`config.mk`:
```
export PLATFORM = sky130hd
export DESIGN_NAME = timer_triggered_pulse_mode_control_one
export DESIGN_NICKNAME = d
export VERILOG_FILES = /design/src/hw/count_source_select.v /design/src/hw/triggered_pulse_mode_output_stage.v /design/src/hw/timer_triggered_pulse_mode_control_one.v
export VERILOG_INCLUDE_DIRS = /design/src /design/src/hw
export SDC_FILE = /design/constraint.sdc
export NUM_CORES = 1
export LEC_CHECK = 0
export BUFFER_PORTS_ARGS = -buffer_cell sky130_fd_sc_hd__buf_2
export CAP_MARGIN = 40
export CORE_MARGIN = 8
export CORE_UTILIZATION = 33
export CTS_CLUSTER_SIZE = 28
export DETAILED_ROUTE_END_ITERATION = 8
export HOLD_SLACK_MARGIN = 0.06
export PLACE_DENSITY = 0.51
export SLEW_MARGIN = 20
export SYNTH_ARGS = -nofsm -noshare
export SYNTH_HDL_FRONTEND = slang
export SYNTH_SLANG_ARGS = --single-unit
```
`constraint.sdc`:
```
create_clock -name clk_i -period 5.3 [get_ports clk_i]
set_input_delay 0.265 -clock clk_i [delete_from_list [all_inputs] [get_ports clk_i]]
set_output_delay 0.265 -clock clk_i [all_outputs]
set_load 0.005 [all_outputs]
```
`src/hw/timer_triggered_pulse_mode_regs.vh`:
```
// Register offsets, field positions, reset values and codes of the triggered pulse timer.
`ifndef TIMER_TRIGGERED_PULSE_MODE_REGS_VH
`define TIMER_TRIGGERED_PULSE_MODE_REGS_VH
`define CTRL_ONE_INDEX      12'h121
`define CTRL_ONE_ADDR       14'h0484
`define GEN_A_ADDR          14'h1000
`define GEN_B_ADDR          14'h1004
`define GEN_C_ADDR          14'h1008
`define START_ADDR          14'h100C
`define COUNT_ADDR          14'h1010
`define CTRL_ONE_RESET      8'h00
`define GEN_RESET           16'hFFFF
`define FLD_CHAN_A          0
`define FLD_CHAN_B          1
`define FLD_CHAN_C          2
`define FLD_CHAN_D          3
`define FLD_SRC_LO          4
`define FLD_SRC_HI          6
`define FLD_CLEAR           7
`define SRC_DIV1            3'h0
`define SRC_DIV2            3'h1
`define SRC_DIV4            3'h2
`define SRC_DIV8            3'h3
`define SRC_DIV32           3'h4
`define SRC_EXT             3'h5
`define SRC_OSC40           3'h6
`define SRC_FAST            3'h7
`define PRESCALE_W          5
`endif

```
`src/hw/count_source_select.v`:
```
// Count source selection: prescaled system clock, external pin edge or oscillator ticks.
`timescale 1ns/100ps
`include "timer_triggered_pulse_mode_regs.vh"
module count_source_select (
  // Clock and reset.
  input  wire       clk_i,
  input  wire       reset_i,
  // Source code and raw sources.
  input  wire [2:0] sel_i,
  input  wire       ext_clk_i,
  input  wire       osc40_tick_i,
  input  wire       fast_tick_i,
  // One-cycle count event.
  output reg        tick_o
);
  reg  [`PRESCALE_W-1:0] pre_reg;
  reg  [2:0]             ext_sync_reg;
  reg  [1:0]             o40_sync_reg;
  reg  [1:0]             fst_sync_reg;
  reg                    o40_last_reg;
  reg                    fst_last_reg;
  reg                    tick_next;
  wire [`PRESCALE_W-1:0] pre_inc = pre_reg + 5'h01;

  always @* begin
    case (sel_i)
      `SRC_DIV1:  tick_next = 1'b1;
      `SRC_DIV2:  tick_next = (pre_inc[0] == 1'b0);
      `SRC_DIV4:  tick_next = (pre_inc[1:0] == 2'h0);
      `SRC_DIV8:  tick_next = (pre_inc[2:0] == 3'h0);
      `SRC_DIV32: tick_next = (pre_inc == 5'h00);
      `SRC_EXT:   tick_next = ext_sync_reg[1] & ~ext_sync_reg[2];
      `SRC_OSC40: tick_next = o40_sync_reg[1] & ~o40_last_reg;
      default:    tick_next = fst_sync_reg[1] & ~fst_last_reg;
    endcase
  end

  // Stage 0 of each synchroniser feeds only stage 1.
  always @(posedge clk_i or posedge reset_i) begin
    if (reset_i) begin
      pre_reg      <= 5'h00;
      ext_sync_reg <= 3'h0;
      o40_sync_reg <= 2'h0;
      fst_sync_reg <= 2'h0;
      o40_last_reg <= 1'b0;
      fst_last_reg <= 1'b0;
      tick_o       <= 1'b0;
    end else begin
      pre_reg      <= pre_inc;
      ext_sync_reg <= {ext_sync_reg[1:0], ext_clk_i};
      o40_sync_reg <= {o40_sync_reg[0], osc40_tick_i};
      fst_sync_reg <= {fst_sync_reg[0], fast_tick_i};
      o40_last_reg <= o40_sync_reg[1];
      fst_last_reg <= fst_sync_reg[1];
      tick_o       <= tick_next;
    end
  end
endmodule // count_source_select

```
`src/hw/triggered_pulse_mode_output_stage.v`:
```
// Channel B waveform stage: initial level on control write, set and reset on compare matches.
`timescale 1ns/100ps
`include "timer_triggered_pulse_mode_regs.vh"
module triggered_pulse_mode_output_stage (
  // Clock and reset.
  input  wire clk_i,
  input  wire reset_i,
  // Controls.
  input  wire level_sel_i,
  input  wire waveform_en_i,
  input  wire ctrl_write_i,
  input  wire match_b_i,
  input  wire match_c_i,
  // Pin.
  output reg  pin_o,
  output wire pin_oe_o
);
  assign pin_oe_o = waveform_en_i;

  // A control write wins over a match in the same cycle; match B wins over match C.
  always @(posedge clk_i or posedge reset_i) begin
    if (reset_i) begin
      pin_o <= 1'b0;
    end else if (ctrl_write_i) begin
      pin_o <= level_sel_i; // RQ7
    end else if (match_b_i) begin
      pin_o <= level_sel_i; // RQ1 RQ2
    end else if (match_c_i) begin
      pin_o <= ~level_sel_i; // RQ1 RQ2
    end
  end
endmodule // triggered_pulse_mode_output_stage

```
`src/hw/timer_triggered_pulse_mode_control_one.v`:
```
// Triggered pulse timer top: APB register file, counter, compare logic and channel B output.
//
// Register access over APB was left to the implementer.
`timescale 1ns/100ps
`include "timer_triggered_pulse_mode_regs.vh"
//
// Contract
// RQ1: Level select B at 0: start low, match C drives high, match B low.
// RQ2: Level select B at 1: start high, match C drives low, match B high.
// RQ3: Level select bits A and C are stored but steer no output.
// RQ4: Bits 6..4 pick source: clk/1,/2,/4,/8,/32, pin edge, 40MHz osc, fast osc.
// RQ5: Clear bit 0 free-runs; 1 clears counter on match with register A.
// RQ6: Software changes control bits only while counting is stopped.
// RQ7: Writing the control register drives the pin to its initial level.
// RQ8: Software keeps the fast oscillator above the processor clock frequency.
// RQ9: Register A sets period; B and C set change points, C the wait.
// RQ10: Counter steps once per source event while running; control resets to zero.
module timer_triggered_pulse_mode_control_one #(
  parameter CNT_W = 16
) (
  // Clock and reset.
  input  wire             clk_i,
  input  wire             reset_i,
  // APB slave.
  input  wire             psel_i,
  input  wire             penable_i,
  input  wire             pwrite_i,
  input  wire [13:0]      paddr_i,
  input  wire [31:0]      pwdata_i,
  input  wire [3:0]       pstrb_i,
  output wire             pready_o,
  output reg  [31:0]      prdata_o,
  output wire             pslverr_o,
  // Count sources.
  input  wire             ext_clk_i,
  input  wire             osc40_tick_i,
  input  wire             fast_tick_i,
  // Pin configuration and channel B pin.
  input  wire             chan_b_waveform_en_i,
  output wire             chan_b_pin_o,
  output wire             chan_b_pin_oe_o,
  // Status.
  output reg  [CNT_W-1:0] count_o
);
  reg  [7:0]       timer_triggered_pulse_mode_control_one_reg;
  reg  [CNT_W-1:0] general_reg_a_reg;
  reg  [CNT_W-1:0] general_reg_b_reg;
  reg  [CNT_W-1:0] general_reg_c_reg;
  reg              count_start_bit_reg;
  reg  [1:0]       wave_sync_reg;
  reg  [31:0]      rdata_next;
  reg              hit_next;
  wire             tick;
  wire             access = psel_i & penable_i;
  wire             wr = access & pwrite_i;
  wire             ctrl_wr;
  wire             counter_clear_select;
  wire [2:0]       count_source_sel;
  wire             chan_b_level_select;
  wire             match_a;
  wire             match_b;
  wire             match_c;
  wire [CNT_W-1:0] count_inc = count_o + {{(CNT_W-1){1'b0}}, 1'b1};
  wire [7:0]       ctrl_wdata = pwdata_i[15:8];
  // A control write takes its level from the bus data, since the register loads at that edge.
  wire             b_level_in = ctrl_wr ? ctrl_wdata[`FLD_CHAN_B] : chan_b_level_select; // RQ7

  assign counter_clear_select = timer_triggered_pulse_mode_control_one_reg[`FLD_CLEAR];
  assign count_source_sel     = timer_triggered_pulse_mode_control_one_reg[`FLD_SRC_HI:`FLD_SRC_LO]; // RQ4
  // Only bit B reaches the output; bits A, C and D are storage only.
  assign chan_b_level_select  = timer_triggered_pulse_mode_control_one_reg[`FLD_CHAN_B]; // RQ3
  assign ctrl_wr   = wr & (paddr_i == `CTRL_ONE_ADDR) & pstrb_i[1];
  assign pready_o  = 1'b1;
  assign pslverr_o = access & ~hit_next;

  // Matches count only on a count event while running, so each fires once per period.
  assign match_a = count_start_bit_reg & tick & (count_o == general_reg_a_reg); // RQ9
  assign match_b = count_start_bit_reg & tick & (count_o == general_reg_b_reg); // RQ9
  assign match_c = count_start_bit_reg & tick & (count_o == general_reg_c_reg); // RQ9

  always @* begin
    rdata_next = 32'h00000000;
    hit_next   = 1'b1;
    case (paddr_i)
      `CTRL_ONE_ADDR: rdata_next = {16'h0000, timer_triggered_pulse_mode_control_one_reg, 8'h00};
      `GEN_A_ADDR:    rdata_next[CNT_W-1:0] = general_reg_a_reg;
      `GEN_B_ADDR:    rdata_next[CNT_W-1:0] = general_reg_b_reg;
      `GEN_C_ADDR:    rdata_next[CNT_W-1:0] = general_reg_c_reg;
      `START_ADDR:    rdata_next[0] = count_start_bit_reg;
      `COUNT_ADDR:    rdata_next[CNT_W-1:0] = count_o;
      default:        hit_next = 1'b0;
    endcase
  end

  // The control register sits in byte lane 1 because its index is odd.
  always @(posedge clk_i or posedge reset_i) begin
    if (reset_i) begin
      timer_triggered_pulse_mode_control_one_reg <= `CTRL_ONE_RESET; // RQ10
      general_reg_a_reg          <= `GEN_RESET;
      general_reg_b_reg          <= `GEN_RESET;
      general_reg_c_reg          <= `GEN_RESET;
      count_start_bit_reg        <= 1'b0;
      prdata_o                   <= 32'h00000000;
    end else begin
      // Read data loads in the setup phase so it stands through the zero-wait access phase.
      if (psel_i & ~penable_i & ~pwrite_i) begin
        prdata_o <= rdata_next;
      end
      if (ctrl_wr) begin
        timer_triggered_pulse_mode_control_one_reg <= ctrl_wdata;
      end
      if (wr & (paddr_i == `GEN_A_ADDR)) begin
        general_reg_a_reg <= pwdata_i[CNT_W-1:0];
      end
      if (wr & (paddr_i == `GEN_B_ADDR)) begin
        general_reg_b_reg <= pwdata_i[CNT_W-1:0];
      end
      if (wr & (paddr_i == `GEN_C_ADDR)) begin
        general_reg_c_reg <= pwdata_i[CNT_W-1:0];
      end
      if (wr & (paddr_i == `START_ADDR) & pstrb_i[0]) begin
        count_start_bit_reg <= pwdata_i[0];
      end
    end
  end

  // Software writes the counter only while stopped; a running count wins otherwise.
  always @(posedge clk_i or posedge reset_i) begin
    if (reset_i) begin
      count_o <= {CNT_W{1'b0}};
    end else if (match_a & counter_clear_select) begin
      count_o <= {CNT_W{1'b0}}; // RQ5
    end else if (count_start_bit_reg & tick) begin
      count_o <= count_inc; // RQ10 RQ5
    end else if (~count_start_bit_reg & wr & (paddr_i == `COUNT_ADDR)) begin
      count_o <= pwdata_i[CNT_W-1:0];
    end
  end

  always @(posedge clk_i or posedge reset_i) begin
    if (reset_i) begin
      wave_sync_reg <= 2'h0;
    end else begin
      wave_sync_reg <= {wave_sync_reg[0], chan_b_waveform_en_i};
    end
  end

  count_source_select u_src (
    .clk_i        (clk_i),
    .reset_i      (reset_i),
    .sel_i        (count_source_sel),
    .ext_clk_i    (ext_clk_i),
    .osc40_tick_i (osc40_tick_i),
    .fast_tick_i  (fast_tick_i),
    .tick_o       (tick)
  );

  triggered_pulse_mode_output_stage u_out (
    .clk_i         (clk_i),
    .reset_i       (reset_i),
    .level_sel_i   (b_level_in),
    .waveform_en_i (wave_sync_reg[1]),
    .ctrl_write_i  (ctrl_wr),
    .match_b_i     (match_b),
    .match_c_i     (match_c),
    .pin_o         (chan_b_pin_o),
    .pin_oe_o      (chan_b_pin_oe_o)
  );
endmodule // timer_triggered_pulse_mode_control_one

```
Yosys cells after proc, flatten, opt, wreduce, memory -nomap -nowiden:

Index checks and enable logic that the tools add are counted.

* magnitude comparators: 0
* multipliers: 0
* multiplexer cells: 11
* shift-type cells: 0
* bitwise operators: 31
* reductions and logical operators: 7
* add/sub/neg operators: 2
* eq/ne operators: 15
* divide/modulo/power cells: 0

Operator list (count)
* $pmux W15 S5: 1
* $eq A14 B13 Y1 const B: 5
* $eq A16 B16 Y1: 3
* $mux W16: 3
* $and A1 B1 Y1: 22
* $add A16 B1 Y16 const B: 1
* $eq A14 B11 Y1 const B: 1
* $eq A3 B3 Y1 const B: 3
* $not A1 Y1: 9
* $pmux W1 S7: 1
* $eq A3 B2 Y1 const B: 2
* $logic_not A3 Y1: 2
* $reduce_bool A3 Y1: 2
* $reduce_or A6 Y1: 1
* $add A5 B1 Y5 const B: 1
* $logic_not A5 Y1: 1
* $mux W1: 5
* $pmux W1 S5: 1
* $eq A3 B1 Y1 const B: 1
* $logic_not A2 Y1: 1

* input port bits: 59
* latch bits: 0
* bits in writable memories: 0
* memories kept: 0
* bits in read-only memories: 0
* word-level logic and storage cells: 82
* output and inout port bits: 52
* register bits: 107

Logic depth before layout (Yosys ltp):

* depth after elaboration: 9
* mapped depth: 8
* gate-level depth less buffers: 6

Hierarchy:

A second synthesis with hierarchy kept.

* cell total of the unflattened synthesis: 533
* area, all modules: 5891.9 um^2

By module, submodules not included
* timer_triggered_pulse_mode_control_one: times used 1, area each 5296.3 um^2, cells an instance 489, sequential area each 2337.2 um^2
* count_source_select: times used 1, area each 528.0 um^2, cells an instance 37, sequential area each 375.4 um^2
* triggered_pulse_mode_output_stage: times used 1, area each 67.6 um^2, cells an instance 7, sequential area each 25.0 um^2

Worst setup path before layout:

No wires, ideal clock.

* path kind: input to register
* start point: in paddr_i[1]
* end point: reg general_reg_b_reg[0]
* path buffers: 2
* cell stages on the path: 6
* slack: 3.009 ns
* setup time: 0.082 ns
* required time: 5.218 ns
* data arrival time: 2.209 ns
* path through: or4_4 -> or4_1 -> or4_1 -> buf_2 -> buf_6 -> mux2_4

* word-level cells in the longest chain between the ends: 2

RTL lines
* start: declaration: line timer_triggered_pulse_mode_control_one.v:28 `input wire [13:0] paddr_i,`
* $eq A14 B13 Y1
* $and A1 B1 Y1: line timer_triggered_pulse_mode_control_one.v:115 `` if (wr & (paddr_i == `GEN_B_ADDR)) begin ``
* end signal: assignment: line timer_triggered_pulse_mode_control_one.v:100 `` general_reg_b_reg <= `GEN_RESET; ``
* end signal: assignment: line timer_triggered_pulse_mode_control_one.v:116 `general_reg_b_reg <= pwdata_i[CNT_W-1:0];`
* end: declaration: line timer_triggered_pulse_mode_control_one.v:47 `reg [CNT_W-1:0] general_reg_b_reg;`

Every way passes these cells.
A chain may end at the register's enable or synchronous reset.

Final worst setup path:

* start point: reg count_o[14]
* end point: reg count_o[6]

* word-level cells in the longest chain between the ends: 4
* elaborated cells on any way between the ends: 5
* those cells by class: 1 x eq/ne; 1 x mux; 2 x bitwise; 1 x reduce/logical

RTL lines
* start: declaration: line timer_triggered_pulse_mode_control_one.v:43 `output reg [CNT_W-1:0] count_o`
* start signal: assignment: line timer_triggered_pulse_mode_control_one.v:130 `count_o <= {CNT_W{1'b0}};`
* start signal: assignment: line timer_triggered_pulse_mode_control_one.v:132 `count_o <= {CNT_W{1'b0}};`
* start signal: assignment: line timer_triggered_pulse_mode_control_one.v:134 `count_o <= count_inc;`
* $eq A16 B16 Y1 *: line timer_triggered_pulse_mode_control_one.v:77 `assign match_a = count_start_bit_reg & tick & (count_o == general_reg_a_reg);`
* $and A1 B1 Y1 *: line timer_triggered_pulse_mode_control_one.v:77
* $and A1 B1 Y1 *: line timer_triggered_pulse_mode_control_one.v:131 `end else if (match_a & counter_clear_select) begin`
* $reduce_bool A3 Y1 (no line) or $mux W16 (tied branches)

Mark *: on every way between the ends. The rest lies on a longest branch, timed or not.

==> metrics.cfg <==
[finish]
nFillCells = 1705
antenna_cells = 0
synthToLayoutAreaGrowth_pct = 16.17
final_nets = 652
drive_gt1_share_pct = 37.65
postLayoutCoreUtil_pct = 38.85

[global_routing]
grt_max_degree = 58
grt_pass1_wl_um = 26590
track_usage_pct = 15.72
overflow = 0
antenna_found_initial = 0
grt_pass1_vias = 4617

[synth]
syn_area_mm2 = 0.005724
synth-seq-area-share_pct = 47.83
yosysUniqueCellTypes = 58
synth_edf_count = 0
async_flop_share_pct = 100.0
synth_cells = 522
yosys_warnings = 0
yosysTopAreaCellShare_pct = 25.79
ys_seq_elements = 107
yosys_most_used_dff = dfrtp_1
yosys.area.top_type = dfrtp_1
syn_area_per_cell_um2 = 10.97
synth_area_leaders = dfrtp_1, dfstp_2, mux2_2

[die]
core_area_mm2 = 0.01712
die_h_um = 147.7
die_width_um = 147.7
die_area_mm2 = 0.02182
initial_utilization_pct = 33.44
ios = 111
rows = 48

[timing]
worst_pin_slew_ns = 0.7262
setup_ws_ns = 2.711
setup_viol = 0
slew_viol_final = 0
period_share_pct = 48.85
fmax_mhz = 386.3
slew_headroom_pct = 51.41
fin_tns_setup_ns = 0
hold_viol_final = 0
period_needed_ns = 2.589
rsz0062_at_grt = false
clock-skew-final_ns = 0.01045

[cts]
path_clk_slew_ns = 0.08
cts_resized = 0
clock_latency_ns = 0.36
clockRootBuffer = clkbuf_16
cts_inserted_buffers = 9
cts_setup_buffers = 0
cts_sinks = 107
clockBufferDepth = 2
cts_tree = built
cts_max_level = 3

[min_path]
whs_endpoint = general_reg_c_reg[7]$_DFFE_PP1P_
min_from = pwdata_i[7]
hold_path_class = in2reg
whs_path_depth = 2

[critical_path]
cp_max_fo = 8
max_stage_delay_ns = 0.50
r2r-start = count_o[14]$_DFFE_PP0P_
path_cells = xnor2_1 > nand4_1 > nor4_1 > nand4_1 > a31o_2 > o2bb2ai_1
r2r_slack_ns = 2.71
rr_endpoint = count_o[6]$_DFFE_PP0P_
endpoint_kind = flop
cp_slowest_cell = dfrtp_1
ff2ff_path_depth = 6
worstPathArrival_ns = 2.83
crit_type = reg2reg
cp_data_required_time_ns = 5.54
critPathLaunchType = flop
cp_common_cell = nand4_1

[routing]
wirelength_um = 16800
drt_iter0_drc = 564
vias_per_cell = 5.291
dr.pass1.iters = 5
ant_nets = 0
remaining_drc_errors = 0
vias = 4339
wl_per_cell_um = 20.49

[job]
max_cap_viol_count = 0

[power_and_ir_drop]
ir_drop_mv = 0.1656
power_frac_clock_pct = 41.7
leakage_nw = 2.838
p_per_area_mw_per_mm2 = 246.6
switching_share_pct = 25.68
total_power_mw = 1.640
p_sw_mw = 0.4210
power_frac_seq_pct = 51.8
internal_power_mw = 1.219
combPwrFrac_pct = 6.6

[place]
portBuffers = 75
dp_hpwl_um = 12430
finalWeightedCongestion = 0.8291
dp_worst_setup_slack_ns = 2.495

[status]
status = finished clean

## metal layers
metal	global-route usage [%]	part of all wire, %	up-vias	routed length [um]
li1	-	-	2005	-
met3	2.599	4.2	15	702
met1	20.12	44	2201	7430
met5	0	0	-	0
met4	5.660	1.9	0	317
met2	26.24	50	118	8348
## layout make-up
class	instances	area (um2)	share of cell area, %
multi-input combinational	365	2723	40.94
timing repair buffer	94	560.5	8.429
inverter	13	51.30	0.7714
clock buffer	9	225.2	3.387
sequential	107	2738	41.17
tap	225	281.5	4.233
clock inverter	7	71.32	1.072
## worst max-delay path: cells and delay by family, from the launching register on
kind	cells	cell delay, ns
XOR/XNOR	1	0.36
flip-flops	1	0.50
AO/OA/AOI/OAI	2	0.49
AND/OR/NAND/NOR	3	1.13
## synthesized netlist by cell type, types with 2 or more instances
cell type / count
a222oi_1: 15
xnor2_1: 27
nand4_1: 8
a31o_2: 2
nand3b_1: 2
buf_2: 2
mux2_2: 47
a22oi_1: 5
nand2_2: 2
a31oi_1: 11
inv_1: 13
mux2_4: 10
o22ai_1: 4
dfrtp_1: 59
o21a_1: 2
nor2b_1: 2
o21ai_0: 12
nor4_4: 2
and3_1: 7
nor2_1: 29
a21o_1: 2
or4_1: 4
mux2i_1: 2
xor2_1: 25
nor3_1: 13
a221oi_1: 6
nor4_1: 10
dfstp_2: 48
ha_1: 3
buf_4: 19
nand4b_1: 2
conb_1: 2
nor3b_1: 2
clkbuf_1: 29
o31ai_1: 2
a21oi_1: 19
o2bb2ai_1: 7
nand3_1: 13
and2_1: 4
nand2_1: 29
o211ai_1: 2
o41ai_1: 2
## cells by family (layout without fill, tap and decap cells)
logic type      after synthesis  after routing  share of synthesized area, %
compound gates               96             96                         12.09
fa+ha+maj                     3              3                        0.6558
buf+inv                      65            123                         5.683
simple gates                137            137                         13.05
mux                          60             60                         12.61
xor+xnor                     52             52                         7.956
other cells                   2             17                        0.1312
flops                       107            107                         47.83
## power groups by stage
| stage | Clock, mW | Sequential, mW | Combinational [mW] |
|---|---|---|---|
| floorplan | 0 | 0.863 | 0.0542 |
| global placement | 0 | 0.863 | 0.103 |
| detailed placement | 0 | 0.864 | 0.104 |
| CTS | 0.706 | 0.850 | 0.108 |
| global route | 0.730 | 0.852 | 0.122 |
| finish | 0.683 | 0.849 | 0.108 |
## through the flow
| step | cells | instance area [um2] | hold slack, ns |
|---|---|---|---|
| 6_report | 820 | 6650 | 0.1924 |
| 5_1_grt | 820 | 6650 | 0.1904 |
| 4_1_cts | 818 | 6615 | 0.1799 |
| 3_5_place_dp | 797 | 6269 | 0.3404 |
| 3_3_place_gp | 792 | 6221 | 0.3349 |
| 2_1_floorplan | 537 | 5781 | 0.2964 |
## timing repair
| action | CTS | global route |
|---|---|---|
| hold buffers | 5 | 0 |
| endpoints found under the setup margin | 0 | 0 |
| endpoints found under the hold margin | 24 | 0 |
## worst max path at each step
stage / from / endpoint / slack, ns / depth (start not counted)
detailed placement: paddr_i[9] / general_reg_b_reg[11]$_DFFE_PP1P_ / 2.50 / 7
CTS: count_o[14]$_DFFE_PP0P_ / count_o[11]$_DFFE_PP0P_ / 2.61 / 6
global placement: paddr_i[1] / general_reg_a_reg[7]$_DFFE_PP1P_ / 1.87 / 6
global route: count_o[14]$_DFFE_PP0P_ / count_o[6]$_DFFE_PP0P_ / 2.46 / 6
finish: count_o[14]$_DFFE_PP0P_ / count_o[6]$_DFFE_PP0P_ / 2.71 / 6
floorplan: reset_i / count_o[0]$_DFFE_PP0P_ / 2.30 / 1
## cells in the final DEF, fill, tap and decap left out, types with 5 or more instances in the layout
cell type / netlist / final
buf_2: 2 / 77
dfrtp_1: 59 / 59
dfstp_2: 48 / 48
mux2_2: 47 / 47
nand2_1: 29 / 29
nor2_1: 29 / 29
xnor2_1: 27 / 27
xor2_1: 25 / 25
a21oi_1: 19 / 19
conb_1: 2 / 17
a222oi_1: 15 / 15
nand3_1: 13 / 13
nor3_1: 13 / 13
inv_1: 13 / 12
o21ai_0: 12 / 12
a31oi_1: 11 / 11
mux2_4: 10 / 10
nor4_1: 10 / 10
clkbuf_16: 0 / 9
buf_4: 19 / 9
nand4_1: 8 / 8
and3_1: 7 / 7
o2bb2ai_1: 7 / 7
a221oi_1: 6 / 6
a22oi_1: 5 / 5
dlygate4sd3_1: 0 / 5
(Power assumes the default switching activity.)
